--- config.mk ---
export PLATFORM = sky130hd
export DESIGN_NAME = crc_top
export DESIGN_NICKNAME = d
export VERILOG_FILES = /design/src/rtl/crc_pkg.sv /design/src/rtl/crc_top.sv /design/src/rtl/crc_ready_gate.sv /design/src/rtl/crc_tick_div.sv
export VERILOG_INCLUDE_DIRS = /design/src /design/src/rtl
export SDC_FILE = /design/constraint.sdc
export NUM_CORES = 1
export LEC_CHECK = 0
export BUFFER_PORTS_ARGS = -buffer_cell sky130_fd_sc_hd__buf_2
export CAP_MARGIN = 10
export CORE_MARGIN = 3
export CORE_UTILIZATION = 35
export CTS_BUF_LIST = sky130_fd_sc_hd__clkbuf_8
export DETAILED_ROUTE_END_ITERATION = 8
export MAX_ROUTING_LAYER = met4
export SETUP_SLACK_MARGIN = 0.5
export SLEW_MARGIN = 20
export SYNTH_ARGS = -nofsm -noshare
export SYNTH_HDL_FRONTEND = slang
export SYNTH_SLANG_ARGS = --single-unit
export TNS_END_PERCENT = 20
--- constraint.sdc ---
create_clock -name core_clk -period 4.84 [get_ports core_clk]
set_input_delay 0.726 -clock core_clk [delete_from_list [all_inputs] [get_ports core_clk]]
set_output_delay 0.726 -clock core_clk [all_outputs]
set_load 0.01 [all_outputs]
--- src/rtl/crc_cfg.svh ---
// Offsets, field positions, RTC codes, bus responses and timing counts of the clock and reset controller.
// Assumes a 250 MHz core_clk and a 32-bit AXI4-Lite register port.
`ifndef CRC_CFG_SVH
`define CRC_CFG_SVH

// ****************************************
// Timing
// ****************************************
`define CRC_CLK_PERIOD_NS 4
`define CRC_RST_PULSE_NS 64
`define CRC_RST_PULSE_CYC ((`CRC_RST_PULSE_NS + `CRC_CLK_PERIOD_NS - 1) / `CRC_CLK_PERIOD_NS)
`define CRC_SLOW_DIV 9'h100
`define CRC_EXT_FAST_STARTUP 13'h0800
`define CRC_EXT_SLOW_STARTUP 13'h1000
`define CRC_BYPASS_MAX_MHZ 100

// ****************************************
// Register offsets
// ****************************************
`define CRC_OFS_CLK_CTRL 8'h00
`define CRC_OFS_CLK_CFG 8'h04
`define CRC_OFS_BACKUP 8'h08
`define CRC_OFS_RST_CAUSE 8'h0C
`define CRC_OFS_PWR_CTRL 8'h10

// ****************************************
// Field positions
// ****************************************
`define CRC_CC_INT_FAST_ON 0
`define CRC_CC_INT_FAST_RDY 1
`define CRC_CC_EXT_FAST_ON 16
`define CRC_CC_EXT_FAST_RDY 17
`define CRC_CC_EXT_FAST_BYP 18
`define CRC_CC_PLL_ON 24
`define CRC_CC_PLL_RDY 25
`define CRC_CFG_REQ_LSB 0
`define CRC_CFG_ACT_LSB 2
`define CRC_BD_SLOW_ON 0
`define CRC_BD_SLOW_RDY 1
`define CRC_BD_RTC_SEL_LSB 8
`define CRC_BD_WDG_SEL 10
`define CRC_BD_SWRST 16
`define CRC_RC_CLEAR 24
`define CRC_RC_PIN 26
`define CRC_RC_POR 27
`define CRC_RC_SW 28
`define CRC_RC_INDEPENDENT_WATCHDOG 29
`define CRC_RC_WINDOW_WATCHDOG 30
`define CRC_RC_LP 31
`define CRC_PC_UNLOCK 0

// ****************************************
// RTC source codes and bus responses
// ****************************************
`define CRC_RTC_NONE 2'h0
`define CRC_RTC_EXT_SLOW 2'h1
`define CRC_RTC_INT_SLOW 2'h2
`define CRC_RTC_FABRIC 2'h3
`define CRC_RESP_OKAY 2'h0
`define CRC_RESP_SLVERR 2'h2

`endif

--- src/rtl/crc_pkg.sv ---
// Types shared by the clock and reset controller modules.
// Assumes the AXI4-Lite master drives only the low 8 address bits.
`default_nettype none

package crc_pkg;

  // ****************************************
  // Encodings
  // ****************************************
  typedef enum logic [1:0] {
    CRC_SRC_INT_FAST,
    CRC_SRC_EXT_FAST,
    CRC_SRC_PLL,
    CRC_SRC_FABRIC
  } crc_src_t;

  typedef enum logic {
    CRC_SW_RUN,
    CRC_SW_GAP
  } crc_sw_state_t;

  // ****************************************
  // Bus carriers
  // ****************************************
  typedef struct packed {
    logic awvalid;
    logic [7:0] awaddr;
    logic wvalid;
    logic [31:0] wdata;
    logic [3:0] wstrb;
    logic bready;
    logic arvalid;
    logic [7:0] araddr;
    logic rready;
  } crc_axil_req_t;

  typedef struct packed {
    logic awready;
    logic wready;
    logic bvalid;
    logic [1:0] bresp;
    logic arready;
    logic rvalid;
    logic [31:0] rdata;
    logic [1:0] rresp;
  } crc_axil_rsp_t;

  // ****************************************
  // Module state
  // ****************************************
  typedef struct packed {
    logic [12:0] count;
    logic ready;
  } crc_gate_st_t;

  typedef struct packed {
    logic [7:0] count;
  } crc_div_st_t;

  typedef struct packed {
    logic int_fast_on;
    logic ext_fast_on;
    logic ext_fast_byp;
    logic pll_on;
    crc_src_t req;
    crc_src_t act;
    crc_sw_state_t sw_st;
    logic slow_on;
    logic [1:0] rtc_sel;
    logic rtc_locked;
    logic wdg_sel;
    logic bd_swrst;
    logic unlock;
    logic f_pin;
    logic f_por;
    logic f_sw;
    logic f_independent_watchdog;
    logic f_window_watchdog;
    logic f_lp;
    logic [4:0] sys_cnt;
    logic [4:0] pwr_cnt;
    logic [4:0] bd_cnt;
    logic stop_enter;
    logic standby_enter;
    logic aw_got;
    logic w_got;
    logic [7:0] awaddr;
    logic [31:0] wdata;
    logic [3:0] wstrb;
    logic bvalid;
    logic [1:0] bresp;
    logic rvalid;
    logic [1:0] rresp;
    logic [31:0] rdata;
  } crc_top_st_t;

endpackage

`default_nettype wire

--- src/rtl/crc_top.sv ---
// Clock and reset controller: clock source selection, start-up gating, reset collection.
// Assumes oscillators arrive as one-cycle ticks on core_clk and software uses AXI4-Lite.
`timescale 1ns/1ns
`default_nettype none
`include "crc_cfg.svh"

module crc_top #(
  parameter logic [12:0] EXT_FAST_STARTUP = `CRC_EXT_FAST_STARTUP,
  parameter logic [12:0] EXT_SLOW_STARTUP = `CRC_EXT_SLOW_STARTUP
) (
  // Clock and reset
  input wire logic core_clk,
  input wire logic srst,
  // Register bus
  input wire crc_pkg::crc_axil_req_t axil_req,
  output crc_pkg::crc_axil_rsp_t axil_rsp,
  // Oscillator ticks
  input wire logic int_fast_tick,
  input wire logic ext_fast_tick,
  input wire logic pll_tick,
  input wire logic pll_lock,
  input wire logic fabric_local_clock,
  input wire logic ext_slow_tick,
  // Oscillator enables
  output logic int_fast_osc_en,
  output logic ext_fast_osc_en,
  output logic ext_fast_bypass_en,
  output logic pll_en,
  output logic ext_slow_osc_en,
  // Clock outputs
  output logic system_clock_out,
  output logic rtc_clock_out,
  output logic watchdog_clock_out,
  output logic internal_slow_clk,
  // Reset and low-power events
  input wire logic external_reset_pin_n,
  input wire logic window_watchdog_expired,
  input wire logic independent_watchdog_expired,
  input wire logic core_reset_request,
  input wire logic standby_entry_req,
  input wire logic stop_entry_req,
  input wire logic standby_reset_option,
  input wire logic stop_reset_option,
  input wire logic power_detect,
  input wire logic standby_exit,
  input wire logic backup_supply_up,
  input wire logic in_stop,
  input wire logic in_standby,
  // Reset and mode outputs
  output logic sys_reset_out,
  output logic power_reset_out,
  output logic backup_reset_out,
  output logic stop_enter,
  output logic standby_enter
);
  import crc_pkg::*;

  // ****************************************
  // State and helpers
  // ****************************************
  crc_top_st_t st_reg;
  crc_top_st_t st_next;
  logic ext_fast_rdy;
  logic ext_fast_gated;
  logic ext_slow_rdy;
  logic ext_slow_gated;
  logic int_fast_gated;
  logic pll_rdy;
  logic lp_rst;
  logic sys_evt;
  logic pwr_evt;
  logic bd_evt;
  logic clocks_halted;

  function automatic logic crc_mapped(input logic [7:0] addr);
    return addr == `CRC_OFS_CLK_CTRL || addr == `CRC_OFS_CLK_CFG ||
           addr == `CRC_OFS_BACKUP || addr == `CRC_OFS_RST_CAUSE ||
           addr == `CRC_OFS_PWR_CTRL;
  endfunction

  // Plain readback of the register at addr
  function automatic logic [31:0] crc_read(input logic [7:0] addr);
    logic [31:0] v;
    v = 32'h0000_0000;
    unique case (addr)
      `CRC_OFS_CLK_CTRL: begin
        v[`CRC_CC_INT_FAST_ON] = st_reg.int_fast_on;
        v[`CRC_CC_INT_FAST_RDY] = st_reg.int_fast_on;
        v[`CRC_CC_EXT_FAST_ON] = st_reg.ext_fast_on;
        v[`CRC_CC_EXT_FAST_RDY] = ext_fast_rdy;
        v[`CRC_CC_EXT_FAST_BYP] = st_reg.ext_fast_byp;
        v[`CRC_CC_PLL_ON] = st_reg.pll_on;
        v[`CRC_CC_PLL_RDY] = pll_rdy;
      end
      `CRC_OFS_CLK_CFG: begin
        v[`CRC_CFG_REQ_LSB +: 2] = st_reg.req;
        v[`CRC_CFG_ACT_LSB +: 2] = st_reg.act;
      end
      `CRC_OFS_BACKUP: begin
        v[`CRC_BD_SLOW_ON] = st_reg.slow_on;
        v[`CRC_BD_SLOW_RDY] = ext_slow_rdy;
        v[`CRC_BD_RTC_SEL_LSB +: 2] = st_reg.rtc_sel;
        v[`CRC_BD_WDG_SEL] = st_reg.wdg_sel;
        v[`CRC_BD_SWRST] = st_reg.bd_swrst;
      end
      `CRC_OFS_RST_CAUSE: begin
        v[`CRC_RC_PIN] = st_reg.f_pin;
        v[`CRC_RC_POR] = st_reg.f_por;
        v[`CRC_RC_SW] = st_reg.f_sw;
        v[`CRC_RC_INDEPENDENT_WATCHDOG] = st_reg.f_independent_watchdog;
        v[`CRC_RC_WINDOW_WATCHDOG] = st_reg.f_window_watchdog;
        v[`CRC_RC_LP] = st_reg.f_lp;
      end
      `CRC_OFS_PWR_CTRL: begin
        v[`CRC_PC_UNLOCK] = st_reg.unlock;
      end
      default: begin
        v = 32'h0000_0000;
      end
    endcase
    return v;
  endfunction

  function automatic logic [31:0] crc_merge(input logic [31:0] old_v, input logic [31:0] new_v,
                                            input logic [3:0] strb);
    logic [31:0] m;
    m = old_v;
    for (int i = 0; i < 4; i++) begin
      if (strb[i]) begin
        m[i*8 +: 8] = new_v[i*8 +: 8];
      end
    end
    return m;
  endfunction

  // Source feeds the system clock directly or as the PLL reference
  function automatic logic crc_in_use(input crc_src_t s);
    return st_reg.act == s || (st_reg.act == CRC_SRC_PLL && s == CRC_SRC_EXT_FAST);
  endfunction

  function automatic logic crc_ready(input crc_src_t s);
    logic rdy;
    unique case (s)
      CRC_SRC_INT_FAST: rdy = st_reg.int_fast_on;
      CRC_SRC_EXT_FAST: rdy = ext_fast_rdy;
      CRC_SRC_PLL: rdy = pll_rdy;
      CRC_SRC_FABRIC: rdy = 1'b1;
    endcase
    return rdy;
  endfunction

  // ****************************************
  // Oscillator gating and dividers
  // ****************************************
  // withhold external fast
  crc_ready_gate #(.STARTUP(EXT_FAST_STARTUP)) u_ext_fast_gate (
    .core_clk(core_clk),
    .srst(srst),
    .osc_on(ext_fast_osc_en),
    .bypass(st_reg.ext_fast_byp),
    .src_tick(ext_fast_tick),
    .ready(ext_fast_rdy),
    .gated_tick(ext_fast_gated)
  );

  crc_ready_gate #(.STARTUP(EXT_SLOW_STARTUP)) u_ext_slow_gate (
    .core_clk(core_clk),
    .srst(srst),
    .osc_on(st_reg.slow_on),
    .bypass(1'b0),
    .src_tick(ext_slow_tick),
    .ready(ext_slow_rdy),
    .gated_tick(ext_slow_gated)
  );

  assign int_fast_gated = int_fast_tick & int_fast_osc_en;

  crc_tick_div #(.DIV(`CRC_SLOW_DIV)) u_slow_div (
    .core_clk(core_clk),
    .srst(srst),
    .in_tick(int_fast_gated),
    .out_tick(internal_slow_clk)
  );

  assign pll_rdy = st_reg.pll_on && pll_lock && ext_fast_rdy;

  // ****************************************
  // Reset event decode
  // ****************************************
  // standby or stop entry becomes reset when its option is clear
  assign lp_rst = (standby_entry_req && !standby_reset_option) ||
                  (stop_entry_req && !stop_reset_option);
  assign pwr_evt = power_detect || standby_exit;
  assign sys_evt = !external_reset_pin_n || window_watchdog_expired ||
                   independent_watchdog_expired || core_reset_request || lp_rst || pwr_evt;
  assign bd_evt = backup_supply_up || st_reg.bd_swrst;

  // ****************************************
  // Next state
  // ****************************************
  always_comb begin
    logic [31:0] wd;
    wd = crc_merge(crc_read(st_reg.awaddr), st_reg.wdata, st_reg.wstrb);
    st_next = st_reg;
    st_next.stop_enter = stop_entry_req && stop_reset_option;
    st_next.standby_enter = standby_entry_req && standby_reset_option;

    // Bus handshakes: one write and one read in flight
    if (axil_req.awvalid && axil_rsp.awready) begin
      st_next.aw_got = 1'b1;
      st_next.awaddr = axil_req.awaddr;
    end
    if (axil_req.wvalid && axil_rsp.wready) begin
      st_next.w_got = 1'b1;
      st_next.wdata = axil_req.wdata;
      st_next.wstrb = axil_req.wstrb;
    end
    if (st_reg.bvalid && axil_req.bready) begin
      st_next.bvalid = 1'b0;
    end
    if (st_reg.rvalid && axil_req.rready) begin
      st_next.rvalid = 1'b0;
    end
    if (axil_req.arvalid && axil_rsp.arready) begin
      st_next.rvalid = 1'b1;
      st_next.rdata = crc_read(axil_req.araddr);
      st_next.rresp = crc_mapped(axil_req.araddr) ? `CRC_RESP_OKAY : `CRC_RESP_SLVERR;
    end

    // Register writes once address and data are both held
    if (st_reg.aw_got && st_reg.w_got && !st_reg.bvalid) begin
      st_next.aw_got = 1'b0;
      st_next.w_got = 1'b0;
      st_next.bvalid = 1'b1;
      st_next.bresp = crc_mapped(st_reg.awaddr) ? `CRC_RESP_OKAY : `CRC_RESP_SLVERR;
      unique case (st_reg.awaddr)
        `CRC_OFS_CLK_CTRL: begin
          st_next.int_fast_on = wd[`CRC_CC_INT_FAST_ON] | crc_in_use(CRC_SRC_INT_FAST);
          st_next.ext_fast_on = wd[`CRC_CC_EXT_FAST_ON] | crc_in_use(CRC_SRC_EXT_FAST);
          st_next.pll_on = wd[`CRC_CC_PLL_ON] | crc_in_use(CRC_SRC_PLL);
          if (!st_reg.ext_fast_on) begin
            st_next.ext_fast_byp = wd[`CRC_CC_EXT_FAST_BYP];
          end
        end
        `CRC_OFS_CLK_CFG: begin
          st_next.req = crc_src_t'(wd[`CRC_CFG_REQ_LSB +: 2]);
        end
        `CRC_OFS_BACKUP: begin
          if (st_reg.unlock) begin
            st_next.slow_on = wd[`CRC_BD_SLOW_ON];
            st_next.wdg_sel = wd[`CRC_BD_WDG_SEL];
            st_next.bd_swrst = wd[`CRC_BD_SWRST];
            if (!st_reg.rtc_locked) begin
              st_next.rtc_sel = wd[`CRC_BD_RTC_SEL_LSB +: 2];
              st_next.rtc_locked = wd[`CRC_BD_RTC_SEL_LSB +: 2] != `CRC_RTC_NONE;
            end
          end
        end
        `CRC_OFS_RST_CAUSE: begin
          if (wd[`CRC_RC_CLEAR]) begin
            st_next.f_pin = 1'b0;
            st_next.f_por = 1'b0;
            st_next.f_sw = 1'b0;
            st_next.f_independent_watchdog = 1'b0;
            st_next.f_window_watchdog = 1'b0;
            st_next.f_lp = 1'b0;
          end
        end
        `CRC_OFS_PWR_CTRL: begin
          st_next.unlock = wd[`CRC_PC_UNLOCK];
        end
        default: begin
          st_next.bresp = `CRC_RESP_SLVERR;
        end
      endcase
    end

    unique case (st_reg.sw_st)
      CRC_SW_RUN: begin
        if (st_reg.req != st_reg.act && crc_ready(st_reg.req)) begin
          st_next.sw_st = CRC_SW_GAP;
        end
      end
      CRC_SW_GAP: begin
        st_next.sw_st = CRC_SW_RUN;
        if (crc_ready(st_reg.req)) begin
          st_next.act = st_reg.req;
        end
      end
    endcase

    if (sys_evt || in_standby) begin
      st_next.int_fast_on = 1'b1;
      st_next.ext_fast_on = 1'b0;
      st_next.ext_fast_byp = 1'b0;
      st_next.pll_on = 1'b0;
      st_next.req = CRC_SRC_INT_FAST;
      st_next.act = CRC_SRC_INT_FAST;
      st_next.sw_st = CRC_SW_RUN;
      st_next.unlock = 1'b0;
    end

    if (!external_reset_pin_n) begin
      st_next.f_pin = 1'b1;
    end
    if (window_watchdog_expired) begin
      st_next.f_window_watchdog = 1'b1;
    end
    if (independent_watchdog_expired) begin
      st_next.f_independent_watchdog = 1'b1;
    end
    if (core_reset_request) begin
      st_next.f_sw = 1'b1;
    end
    if (lp_rst) begin
      st_next.f_lp = 1'b1;
    end
    if (pwr_evt) begin
      st_next.f_por = 1'b1;
    end

    if (bd_evt) begin
      st_next.slow_on = 1'b0;
      st_next.rtc_sel = `CRC_RTC_NONE;
      st_next.rtc_locked = 1'b0;
      st_next.wdg_sel = 1'b0;
    end
    if (backup_supply_up) begin
      st_next.bd_swrst = 1'b0;
    end

    // Reset pulses stretched so a one-cycle cause still resets everyone
    st_next.sys_cnt = sys_evt ? 5'(`CRC_RST_PULSE_CYC) :
                      (st_reg.sys_cnt != 5'h00 ? st_reg.sys_cnt - 5'h01 : 5'h00);
    st_next.pwr_cnt = pwr_evt ? 5'(`CRC_RST_PULSE_CYC) :
                      (st_reg.pwr_cnt != 5'h00 ? st_reg.pwr_cnt - 5'h01 : 5'h00);
    st_next.bd_cnt = bd_evt ? 5'(`CRC_RST_PULSE_CYC) :
                     (st_reg.bd_cnt != 5'h00 ? st_reg.bd_cnt - 5'h01 : 5'h00);
  end

  always_ff @(posedge core_clk) begin
    if (srst) begin
      st_reg <= '0;
      st_reg.int_fast_on <= 1'b1;
      st_reg.f_por <= 1'b1;
    end else begin
      st_reg <= st_next;
    end
  end

  // ****************************************
  // Outputs
  // ****************************************
  assign axil_rsp.awready = !st_reg.aw_got && !st_reg.bvalid;
  assign axil_rsp.wready = !st_reg.w_got && !st_reg.bvalid;
  assign axil_rsp.bvalid = st_reg.bvalid;
  assign axil_rsp.bresp = st_reg.bresp;
  assign axil_rsp.arready = !st_reg.rvalid;
  assign axil_rsp.rvalid = st_reg.rvalid;
  assign axil_rsp.rdata = st_reg.rdata;
  assign axil_rsp.rresp = st_reg.rresp;

  assign clocks_halted = in_stop || in_standby;

  assign int_fast_osc_en = !in_standby && (st_reg.int_fast_on || in_stop);
  assign ext_fast_osc_en = st_reg.ext_fast_on && !clocks_halted;
  assign ext_fast_bypass_en = st_reg.ext_fast_byp && st_reg.ext_fast_on;
  assign pll_en = st_reg.pll_on && !clocks_halted;
  assign ext_slow_osc_en = st_reg.slow_on;

  always_comb begin
    system_clock_out = 1'b0;
    if (st_reg.sw_st == CRC_SW_RUN && !clocks_halted) begin
      unique case (st_reg.act)
        CRC_SRC_INT_FAST: system_clock_out = int_fast_gated;
        CRC_SRC_EXT_FAST: system_clock_out = ext_fast_gated;
        CRC_SRC_PLL: system_clock_out = pll_tick && pll_rdy;
        CRC_SRC_FABRIC: system_clock_out = fabric_local_clock;
      endcase
    end
  end

  always_comb begin
    unique case (st_reg.rtc_sel)
      `CRC_RTC_EXT_SLOW: rtc_clock_out = ext_slow_gated;
      `CRC_RTC_INT_SLOW: rtc_clock_out = internal_slow_clk;
      `CRC_RTC_FABRIC: rtc_clock_out = fabric_local_clock;
      default: rtc_clock_out = 1'b0;
    endcase
  end

  assign watchdog_clock_out = (in_standby || st_reg.wdg_sel) ? ext_slow_gated
                                                             : internal_slow_clk;

  assign sys_reset_out = st_reg.sys_cnt != 5'h00;
  assign power_reset_out = st_reg.pwr_cnt != 5'h00;
  assign backup_reset_out = st_reg.bd_cnt != 5'h00;
  assign stop_enter = st_reg.stop_enter;
  assign standby_enter = st_reg.standby_enter;

endmodule

`default_nettype wire

--- src/rtl/crc_ready_gate.sv ---
// Oscillator start-up gate: counts source ticks after switch-on, then flags ready.
// Assumes src_tick is a one-cycle enable pulse per oscillator period.
`timescale 1ns/1ns
`default_nettype none
`include "crc_cfg.svh"

module crc_ready_gate #(
  parameter logic [12:0] STARTUP = `CRC_EXT_FAST_STARTUP
) (
  // Clock and reset
  input wire logic core_clk,
  input wire logic srst,
  // Oscillator
  input wire logic osc_on,
  input wire logic bypass,
  input wire logic src_tick,
  // Gated result
  output logic ready,
  output logic gated_tick
);
  import crc_pkg::*;

  crc_gate_st_t st_reg;
  crc_gate_st_t st_next;

  always_comb begin
    st_next = st_reg;
    if (!osc_on) begin
      st_next = '0;
    end else if (!st_reg.ready) begin
      // An external clock in bypass needs no resonator settling
      if (bypass) begin
        st_next.ready = 1'b1;
      end else if (src_tick) begin
        st_next.count = st_reg.count + 13'h1;
        if (st_reg.count == STARTUP - 13'h1) begin
          st_next.ready = 1'b1;
        end
      end
    end
  end

  always_ff @(posedge core_clk) begin
    if (srst) begin
      st_reg <= '0;
    end else begin
      st_reg <= st_next;
    end
  end

  assign ready = st_reg.ready;
  assign gated_tick = src_tick & st_reg.ready;

endmodule

`default_nettype wire

--- src/rtl/crc_tick_div.sv ---
// Tick divider: one output pulse for every DIV input ticks.
// Assumes in_tick is a one-cycle enable pulse.
`timescale 1ns/1ns
`default_nettype none
`include "crc_cfg.svh"

module crc_tick_div #(
  parameter logic [8:0] DIV = `CRC_SLOW_DIV
) (
  // Clock and reset
  input wire logic core_clk,
  input wire logic srst,
  // Ticks
  input wire logic in_tick,
  output logic out_tick
);
  import crc_pkg::*;

  crc_div_st_t st_reg;
  crc_div_st_t st_next;
  logic wrap;

  assign wrap = ({1'b0, st_reg.count} == DIV - 9'h1);

  always_comb begin
    st_next = st_reg;
    if (in_tick) begin
      st_next.count = wrap ? 8'h00 : st_reg.count + 8'h01;
    end
  end

  always_ff @(posedge core_clk) begin
    if (srst) begin
      st_reg <= '0;
    end else begin
      st_reg <= st_next;
    end
  end

  assign out_tick = in_tick & wrap;

endmodule

`default_nettype wire

After elaboration in Yosys (flattened, before gate mapping):

Index checks and enable logic that the tools add are counted.

* add/sub/neg operators: 6
* equality and inequality tests: 27
* multiplexer cells: 57
* bitwise operators: 18
* reductions and logical operators: 102

Operators with widths (count)
* $mux W35: 1
* $eq A8 B4 Y1 const B: 4
* $mux W5: 6
* $reduce_bool A2 Y1: 15
* $reduce_and A3 Y1: 9
* $add A13 B1 Y13 const B: 2
* $mux W6: 4
* $logic_and A1 B1 Y1: 22
* $mux W1: 22
* $logic_or A1 B1 Y1: 21
* $eq A8 B3 Y1 const B: 2
* $eq A8 B5 Y1 const B: 2
* $logic_not A8 Y1: 2
* $mux W2: 8
* $pmux W1 S4: 4
* $mux W3: 5
* $reduce_bool A5 Y1: 3
* $sub A5 B1 Y5 const B: 3
* $reduce_or A2 Y1: 7
* $eq A13 B11 Y1 const B: 1
* $eq A13 B12 Y1 const B: 1
* $eq A2 B2 Y1 const B: 6
* $reduce_and A4 Y1: 3
* $not A1 Y1: 11
* other kinds (16): 46

* flip-flop bits (word level): 138
* input bits: 78
* output and inout port bits: 55
* logic and storage cells: 253

Longest topological paths before layout:

Gate-level depths: netlist (run 1).

* depth in word-level cells: 8
* mapped depth: 6
* depth with buffers taken out: 6

Modules after synthesis:

A second synthesis (run 1) with hierarchy kept.

* cells, all modules: 674
* area total of the unflattened synthesis: 5669.2 µm²

By module, submodules not included
* crc_top: times used 1, cells each 476, area an instance 3915.0 µm², seq. area each 1661.6 µm²
* crc_ready_gate at u_ext_slow_gate: times used 1, cells each 82, area an instance 715.7 µm², seq. area each 280.3 µm²
* crc_ready_gate at u_ext_fast_gate: times used 1, cells each 72, area an instance 646.9 µm², seq. area each 280.3 µm²
* crc_tick_div: times used 1, cells each 44, area an instance 391.6 µm², seq. area each 160.2 µm²

Least setup slack after synthesis (run 1):

Ideal clock, no wire load.

* path kind: input -> output
* start: input port in_standby
* end: output port system_clock_out
* arrival: 1771 ps
* required time: 4114 ps
* setup slack: 2343 ps
* stages: 5
* path buffers: 0
* path through: o21bai_1 -> inv_1 -> nand2_1 -> a32o_1 -> nor4_1

* longest elaborated chain between the ends: 5
* elaborated cells between the ends (all ways): 8
* those cells by class: mux: 2; bitwise: 1; reduce/logical: 5

RTL lines
* start, declared: line crc_top.sv:48 `input wire logic in_standby,`
* $logic_not A1 Y1: line crc_top.sv:365 `assign int_fast_osc_en = !in_standby && (st_reg.int_fast_on || in_stop);`
* $logic_and A1 B1 Y1: line crc_top.sv:365
* named net int_fast_osc_en: line crc_top.sv:25 `output logic int_fast_osc_en,`
* $and A1 B1 Y1: line crc_top.sv:176 `assign int_fast_gated = int_fast_tick & int_fast_osc_en;`
* $pmux W1 S4: line crc_top.sv:374 `unique case (st_reg.act)`
* $mux W1: line crc_top.sv:373 `if (st_reg.sw_st == CRC_SW_RUN && !clocks_halted) begin`
* end, declared: line crc_top.sv:31 `output logic system_clock_out,`

The timed path passes the listed nets, and every way through them passes these cells.

Worst setup path after layout (run 1):

* start: input port in_standby
* end: output port system_clock_out

* longest elaborated chain between the ends: 5
* elaborated cells between the ends (all ways): 8
* those cells by class: mux: 2; bitwise: 1; reduce/logical: 5

RTL lines (line)
* $logic_not A1 Y1: crc_top.sv:365
* $logic_and A1 B1 Y1: crc_top.sv:365
* $and A1 B1 Y1: crc_top.sv:176
* $pmux W1 S4: crc_top.sv:374
* $mux W1 (*): crc_top.sv:373

Every way passes the cells marked *; elsewhere a longest branch is shown, timed or not.

==> results of run 1 <==
worst max-delay path by stage:
stage | slack (ps) | end | startpoint
final | 2090 | system_clock_out | in_standby
after global placement | 2080 | system_clock_out | in_standby
after CTS | 2060 | system_clock_out | in_standby
after detailed placement | 2060 | system_clock_out | in_standby
after global routing | 1910 | system_clock_out | in_standby
after floorplan | 2340 | system_clock_out | in_standby
cell usage in the layout, fill, tap and decap left out, types with 5 or more instances in the layout:
cell type / instances
nand2_1: 77
and2_1: 7
xor2_1: 9
nor3_1: 18
dfxtp_1: 119
clkinv_2: 5
nand4b_1: 5
a22o_1: 6
clkbuf_8: 21
nor3b_1: 5
o21ai_0: 21
buf_2: 92
nand2b_1: 10
nand4_1: 12
nor4_1: 9
a32oi_1: 7
inv_1: 24
nand3_1: 20
mux2i_1: 5
ha_1: 10
conb_1: 16
a21oi_1: 53
and3_1: 5
nor2_1: 82
or3_1: 8
xnor2_1: 23
metrics by stage:
step                       util  area, um^2
after floorplan               -        5650
after global placement    0.389        6000
after detailed placement  0.389        6000
after CTS                 0.416        6420
after global routing      0.416        6420
final                     0.416        6420
cell type report:
type | count | area [um^2]
clock buffers | 21 | 289
clock inverters | 9 | 124
fillers | 1633 | 9010
inverters | 24 | 90.1
multi-input cells | 474 | 2790
flip-flops and latches | 119 | 2380
well taps | 211 | 264
repair buffers | 94 | 475
power breakdown:
group	leakage (nW)	internal (W)	switching, W	total (W)
Sequential	0.967	0.00101	0.0000245	0.00103
Clock	0.217	0.000555	0.000384	0.000939
Combinational	1.29	0.0000673	0.000106	0.000173
critical path, delay by kind of cell:
family,cells,cell delay (ps)
buffers and inverters,3,540
AOI/OAI and AO/OA,2,450
and+or+nand+nor,2,300
cell families (layout without fill, tap and decap cells):
| logic type | count (synthesis) | in the layout | synth area share |
|---|---|---|---|
| xor gates and xnor gates | 32 | 32 | 0.0501 |
| DFF | 119 | 119 | 0.426 |
| and+or+nand+nor | 290 | 290 | 0.263 |
| AOI/OAI and AO/OA | 117 | 117 | 0.135 |
| buffers and inverters | 88 | 148 | 0.0869 |
| adders and majority gates | 12 | 12 | 0.0259 |
| other | 1 | 16 | 0.000670 |
| muxes | 7 | 7 | 0.0130 |
metal layers:
| metal | part of all wire | routed length, um | global-route usage | vias up |
|---|---|---|---|---|
| met2 | 0.46 | 5930 | 0.225 | 102 |
| li1 | - | - | - | 2394 |
| met1 | 0.49 | 6410 | 0.206 | 2139 |
| met3 | 0.044 | 573 | 0.0441 | 6 |
| met4 | 0.0073 | 95 | 0.0497 | 0 |
| met5 | 0 | 0 | - | - |
==> summary.md, run 1 <==
| Metric | Value |
|---|---|
| RSZ-0062 raised after global routing | `false` |
| Leak | `2.48 nW` |
| Max-Cap Viols | `0` |
| Post-synth ARST share | `0` |
| Largest stage delay, worst path | `230 ps` |
| Worst slew pin tran | `693 ps` |
| Minimum clock period | `2750 ps` |
| Starting Density | `0.363` |
| Max Clock Skew | `12.9 ps` |
| Drt total wl | `13.0 mm` |
| Total CTS buffers | `17` |
| ANT nets after route | `0` |
| Hold Path Cell Cnt | `1` |
| Crit-path max FO | `7` |
| Post-Place Worst Slack | `2060 ps` |
| Area contributors post-synth | `dfxtp_1 43%, nor2_1 5.5%, nand2_1 5.2%, buf_4 5.1%, a21oi_1 4.7%` |
| Antenna violations before repair | `0` |
| Post-synthesis sequential area ratio | `0.426` |
| Pin count of the biggest net entering global routing | `36` |
| Peak supply drop | `0.000155 V` |
| Max Freq | `364 MHz` |
| Final WS setup | `2090 ps` |
| Clk_lat worst skew | `440 ps` |
| Setup Total Neg Slack | `0 ps` |
| Cell Area, Synth | `5600 um^2` |
| Commonest cells in the netlist | `119 x dfxtp_1, 82 x nor2_1, 77 x nand2_1` |
| Global route total overflow | `0` |
| CP Capture Type | `primary output` |
| PwrDens | `334 nW/um^2` |
| CP cell instances | `buf_2 > o21bai_1 > inv_1 > nand2_1 > a32o_1 > nor4_1 > buf_2` |
| Main flop type after synthesis | `dfxtp_1` |
| Worst setup path class | `input pin to primary output` |
| Worst path slowest cell | `a32o_1` |
| Most used cell along the critical path | `buf_2` |
| Hpwl dp | `9.54 mm` |
| Number of remaining DRC errors | `0` |
| Die ar. | `17500 um^2` |
| DRT iter0 DRCs | `337` |
| Top-Level Pins | `133` |
| Reg-to-reg startpoint | `axil_rsp[34]` |
| Postcts setup bufs | `0` |
| RR Endpoint | `axil_rsp[33]` |
| Yosys cell types | `65` |
| Most common cell in the netlist | `dfxtp_1` |
| H-tree depth | `4` |
| Hold endpoint | `st_reg[96]` |
| Area Overhead vs Synth | `14.6%` |
| Max reg flops | `58` |
| Critical Path RT | `4110 ps` |
| Number of synthesized flops with an enable pin | `0` |
| Yosys top cell area share | `0.426` |
| Total power | `0.00214 W` |
| Gr usage total | `0.154` |
| Vias/cell | `4.88` |
| Row count | `45` |
| Synthesis Warnings | `0` |
| Share of layout cells above drive strength 1 | `0.190` |
| Clock Sink Count | `119` |
| DRT Pass-1 Iters | `4` |
| CP Data Arrival Time | `2020 ps` |
| Status | `finished, final reports clean` |
| Worst R2R Setup Slack | `2910 ps` |
| Root buf cell | `clkbuf_8` |
| FF-to-FF path depth | `5` |
| Worst hold path startpoint | `st_reg[96]` |
| Final period util | `0.568` |
| Final nets | `818` |
| WL/cell | `13.7 um` |
| Worst hold path type | `register to register` |
| Seq cells post-synth | `119` |
| Post-synthesis instance total | `666` |
| Buffers on Ports | `92` |
| Die span in y | `132 um` |
| Final std cells w/o fill | `952` |
| CTS Buffer Depth | `2` |
| Max transition margin | `0.537` |
| Startpoint types | `input pin` |
| CTS Hold Bufs | `0` |
| CTS tree | `done` |
| Die Width | `132 um` |
| Setup Viol. Count Final | `0` |
| Clk slew on worst S/H paths | `60 ps` |
| Hold Vio Cnt, Final | `0` |
| DP Cell Count | `922` |
| Hold slack | `438 ps` |
| Diodes inserted | `0` |
| Slew Viols, Final | `0` |
| GP Congestion | `0.800` |
| Core Area | `15400 um^2` |
| Post-CTS Resized | `0` |
| Yosys top cell by area | `dfxtp_1` |
| Vias after detailed routing | `4641` |
| Global-route wire length before repair | `21.3 mm` |
| Vias in the first global route | `4249` |
| Mean Syn Cell Area | `8.41 um^2` |
Power figures use the tool's default switching activity.
==> inputs of run 2 (changes only) <==
--- a/config.mk
+++ b/config.mk
@@ -6,6 +6,7 @@
 export SDC_FILE = /design/constraint.sdc
 export NUM_CORES = 1
 export LEC_CHECK = 0
+export ABC_AREA = 1
 export BUFFER_PORTS_ARGS = -buffer_cell sky130_fd_sc_hd__buf_2
 export CAP_MARGIN = 10
 export CORE_MARGIN = 3
==> constraint.sdc (replaced) <==
create_clock -name core_clk -period 2.4 [get_ports core_clk]
set_input_delay 0.36 -clock core_clk [delete_from_list [all_inputs] [get_ports core_clk]]
set_output_delay 0.36 -clock core_clk [all_outputs]
set_load 0.01 [all_outputs]
==> run 2 against run 1 <==
Net effect:
- hold slack worse by 310 ps
- combinational power increased to 2.6 times the previous value
- non-clock buffer count is 14 higher
- first-iteration DRC count is 6.2% higher
- flip-flop and latch count did not move
==> summary.md, run 2 <==
| Metric | Value |
|---|---|
| DP Cell Count | `1054 (+14%)` |
| Top Usage Layer GRT | `met2` |
| Max-Cap Viols | `0 (unchanged)` |
| Commonest cells in the netlist | `126 x nand2_1, 119 x dfxtp_1, 103 x inv_1, 103 x nor2_1, 74 x a21oi_1` |
| Drt total wl | `13.5 mm (+3.8%)` |
| DRT iter0 DRCs | `358 (+6.2%)` |
| Vias after detailed routing | `4979 (+7.3%)` |
| Root buf cell | `clkbuf_8` |
| Top-Level Pins | `133 (unchanged)` |
| Post-synthesis sequential area ratio | `0.421 (-0.00498)` |
| CP Capture Type | `primary output` |
| Vias/cell | `4.56 (-6.5%)` |
| Slew Viols, Final | `0 (unchanged)` |
| Hold Path Cell Cnt | `2 (+1)` |
| Die span in y | `133 um (+0.57%)` |
| Setup Viol. Count Final | `0 (unchanged)` |
| Antenna violations before repair | `0 (unchanged)` |
| Sw Pwr | `0.00111 W (+120%)` |
| Clock Sink Count | `119 (unchanged)` |
| Hpwl dp | `10.1 mm (+5.9%)` |
| FF-to-FF path depth | `9 (+4)` |
| Worst hold path type | `input pin to register` |
| Seq cells post-synth | `119 (unchanged)` |
| Max reg flops | `58 (unchanged)` |
| Core Area | `15500 um^2 (+0.73%)` |
| Yosys top cell by area | `dfxtp_1` |
| Most frequent cells in the layout | `124 x nand2_1, 111 x dfxtp_1, 101 x nor2_1` |
| Yosys top cell area share | `0.421 (-0.00498)` |
| Peak supply drop | `0.000302 V (+95%)` |
| Starting Density | `0.364 (+0.00164)` |
| Hold Vio Cnt, Final | `0 (unchanged)` |
| Global-route wire length before repair | `21.8 mm (+2.5%)` |
| Clk_lat worst skew | `430 ps (about the same)` |
| Global route total overflow | `0 (unchanged)` |
| Yosys cell types | `45 (-31%)` |
| Area Overhead vs Synth | `18.5%` |
| Vias in the first global route | `4551 (+7.1%)` |
| Diodes inserted | `0 (unchanged)` |
| Leak | `2.95 nW (+19%)` |
| Number of synthesized flops with an enable pin | `0 (unchanged)` |
| GP Congestion | `0.832 (+4.0%)` |
| Gr usage total | `0.157 (+0.00275)` |
| Die Width | `133 um (+0.57%)` |
| Sequential power share | `0.486 (+0.005)` |
| Max Freq | `464 MHz` |
| Setup Total Neg Slack | `0 ps (unchanged)` |
| DRT Pass-1 Iters | `5 (+1)` |
| Cell Area, Synth | `5660 um^2 (+1.2%)` |
| Comb pwr share | `0.104 (+0.023)` |
| Main flop type after synthesis | `dfxtp_1` |
| Post-synthesis instance total | `781 (+17%)` |
| Status | `finished, final reports clean` |
| Area contributors post-synth | `dfxtp_1 42%, nand2_1 8.3%, inv_1 6.8%, nor2_1 6.8%, a21oi_1 6.5%` |
| Final design utilization | `0.432 (+0.0160)` |
| H-tree depth | `4 (unchanged)` |
| Clock power share | `0.409 (-0.029)` |
| Switching share of power | `0.257 (+0.0168)` |
| Pint | `0.00320 W (+97%)` |
| Startpoint types | `register` |
| Final period util | `0.898` |
| Met1 Use GR | `0.205 (-0.00149)` |
| RSZ-0062 raised after global routing | `true` |
| Number of remaining DRC errors | `0 (unchanged)` |
| CTS tree | `done` |
| Minimum clock period | `2160 ps` |
| Crit-path max FO | `2 (-5)` |
| Worst slew pin tran | `861 ps (+168 ps)` |
| CP Data Arrival Time | `1800 ps (-220 ps)` |
| Max Clock Skew | `12.8 ps (-0.137 ps)` |
| Met2 usage | `0.238 (+0.0130)` |
| WL/cell | `12.4 um (-9.5%)` |
| Clk slew on worst S/H paths | `80 ps (+20 ps)` |
| Share of layout cells above drive strength 1 | `0.228 (+0.0379)` |
| CTS Buffer Depth | `2 (unchanged)` |
| Worst setup path class | `register to primary output` |
| Final nets | `959 (+17%)` |
| Filler cell count in the final layout | `1642 (+0.55%)` |
| Final std cells w/o fill | `1092 (+15%)` |
| Buffers on Ports | `92 (unchanged)` |
| Synthesis Warnings | `0 (unchanged)` |
| Total CTS buffers | `17 (unchanged)` |
| GR Layer Usage met3 | `0.0415 (-0.00257)` |
| Most common cell in the netlist | `nand2_1` |
| Post-synth ARST share | `0 (unchanged)` |
| ANT nets after route | `0 (unchanged)` |
| Commonest non-fill, non-tap cell in the layout | `nand2_1` |
| Row count | `45 (unchanged)` |
| Critical Path RT | `2040 ps (-2070 ps)` |
| Max transition margin | `0.425 (-0.112)` |
| Total power | `0.00431 W (+100%)` |
| Die ar. | `17700 um^2 (+1.1%)` |
| PwrDens | `643 nW/um^2 (+92%)` |
| Mean Syn Cell Area | `7.25 um^2 (-14%)` |
| Pin count of the biggest net entering global routing | `32 (-11%)` |
==> run 2: cell types whose count changed after synthesis, moves of 7 or more <==
| cell | change |
|---|---|
| nand2b_1 | -10 |
| or3_1 | -8 |
| inv_1 | +79 |
| nand4_1 | -7 |
| o21ai_0 | +42 |
| nor2_1 | +21 |
| a21oi_1 | +21 |
| nand3_1 | +15 |
| nand2_1 | +49 |
| and2_1 | -7 |
| clkbuf_1 | -9 |
| xnor2_1 | -21 |
==> run 2: worst max-delay path, stage by stage (launching register included) <==
cell     delay (ps)
dfxtp_2         320
inv_2            60
ha_4            120
inv_2            30
or2_4           220
or2_1           210
or2_1           250
buf_2           150
==> run 2: what timing repair did <==
item	in CTS	in global routing
endpoints found under the setup margin	7	7
pin swaps	4	8
resized for setup	15	22
hold buffers	0	0
setup buffers	4	5
==> run 2: layout make-up <==
type | instances | area [um^2] | area share
Timing Repair Buffer | 108 | 587 | 0.0874
Tap cell | 211 | 264 | 0.0393
Clock inverter | 9 | 103 | 0.0153
Clock buffer | 20 | 275 | 0.0410
Sequential cell | 119 | 2400 | 0.357
Inverter | 109 | 409 | 0.0610
Multi-Input combinational cell | 516 | 2680 | 0.399
==> run 2: kinds of logic after synthesis <==
family,count (synthesis),share of synthesized area
buffers and inverters,161,0.133
adders and majority gates,10,0.0221
other,1,0.000662
xor gates and xnor gates,6,0.00928
DFF,119,0.421
and+or+nand+nor,329,0.271
AOI/OAI and AO/OA,155,0.143
==> run 2: path summary, 6_finish.rpt <==
| path | startpoint | endpoint | slack, ps |
|---|---|---|---|
| max reg2reg | u_ext_fast_gate.st_reg[1] | u_ext_fast_gate.st_reg[11] | 780 |
| max | st_reg[86] | backup_reset_out | 240 |
| min | external_reset_pin_n | st_reg[106] | 120 |
| min reg2reg | st_reg[91] | st_reg[91] | 410 |
==> run 2: power by group through the flow <==
| stage | combinational (W) | clock (W) | sequential (W) |
|---|---|---|---|
| 2_1_floorplan | 0.000326 | 0 | 0.00213 |
| 5_1_grt | 0.000511 | 0.00189 | 0.00210 |
| 3_5_place_dp | 0.000426 | 0 | 0.00214 |
| 6_report | 0.000450 | 0.00177 | 0.00210 |
| 4_1_cts | 0.000445 | 0.00180 | 0.00210 |
| 3_3_place_gp | 0.000422 | 0 | 0.00214 |
==> run 2: through the flow <==
step / area (um^2) / setup WS, ps / hold slack, ps
CTS: 6600 / 187 / 91.9
floorplan: 5720 / 775 / 393
global placement: 6150 / 519 / 400
detailed placement: 6150 / 515 / 407
global route: 6710 / 151 / 118
finish: 6710 / 244 / 123
==> run 2: per-layer routing <==
metal,share of wire,routed length [um]
met3,0.051,691
met5,0,0
met4,0.013,182
met1,0.49,6580
met2,0.45,6050
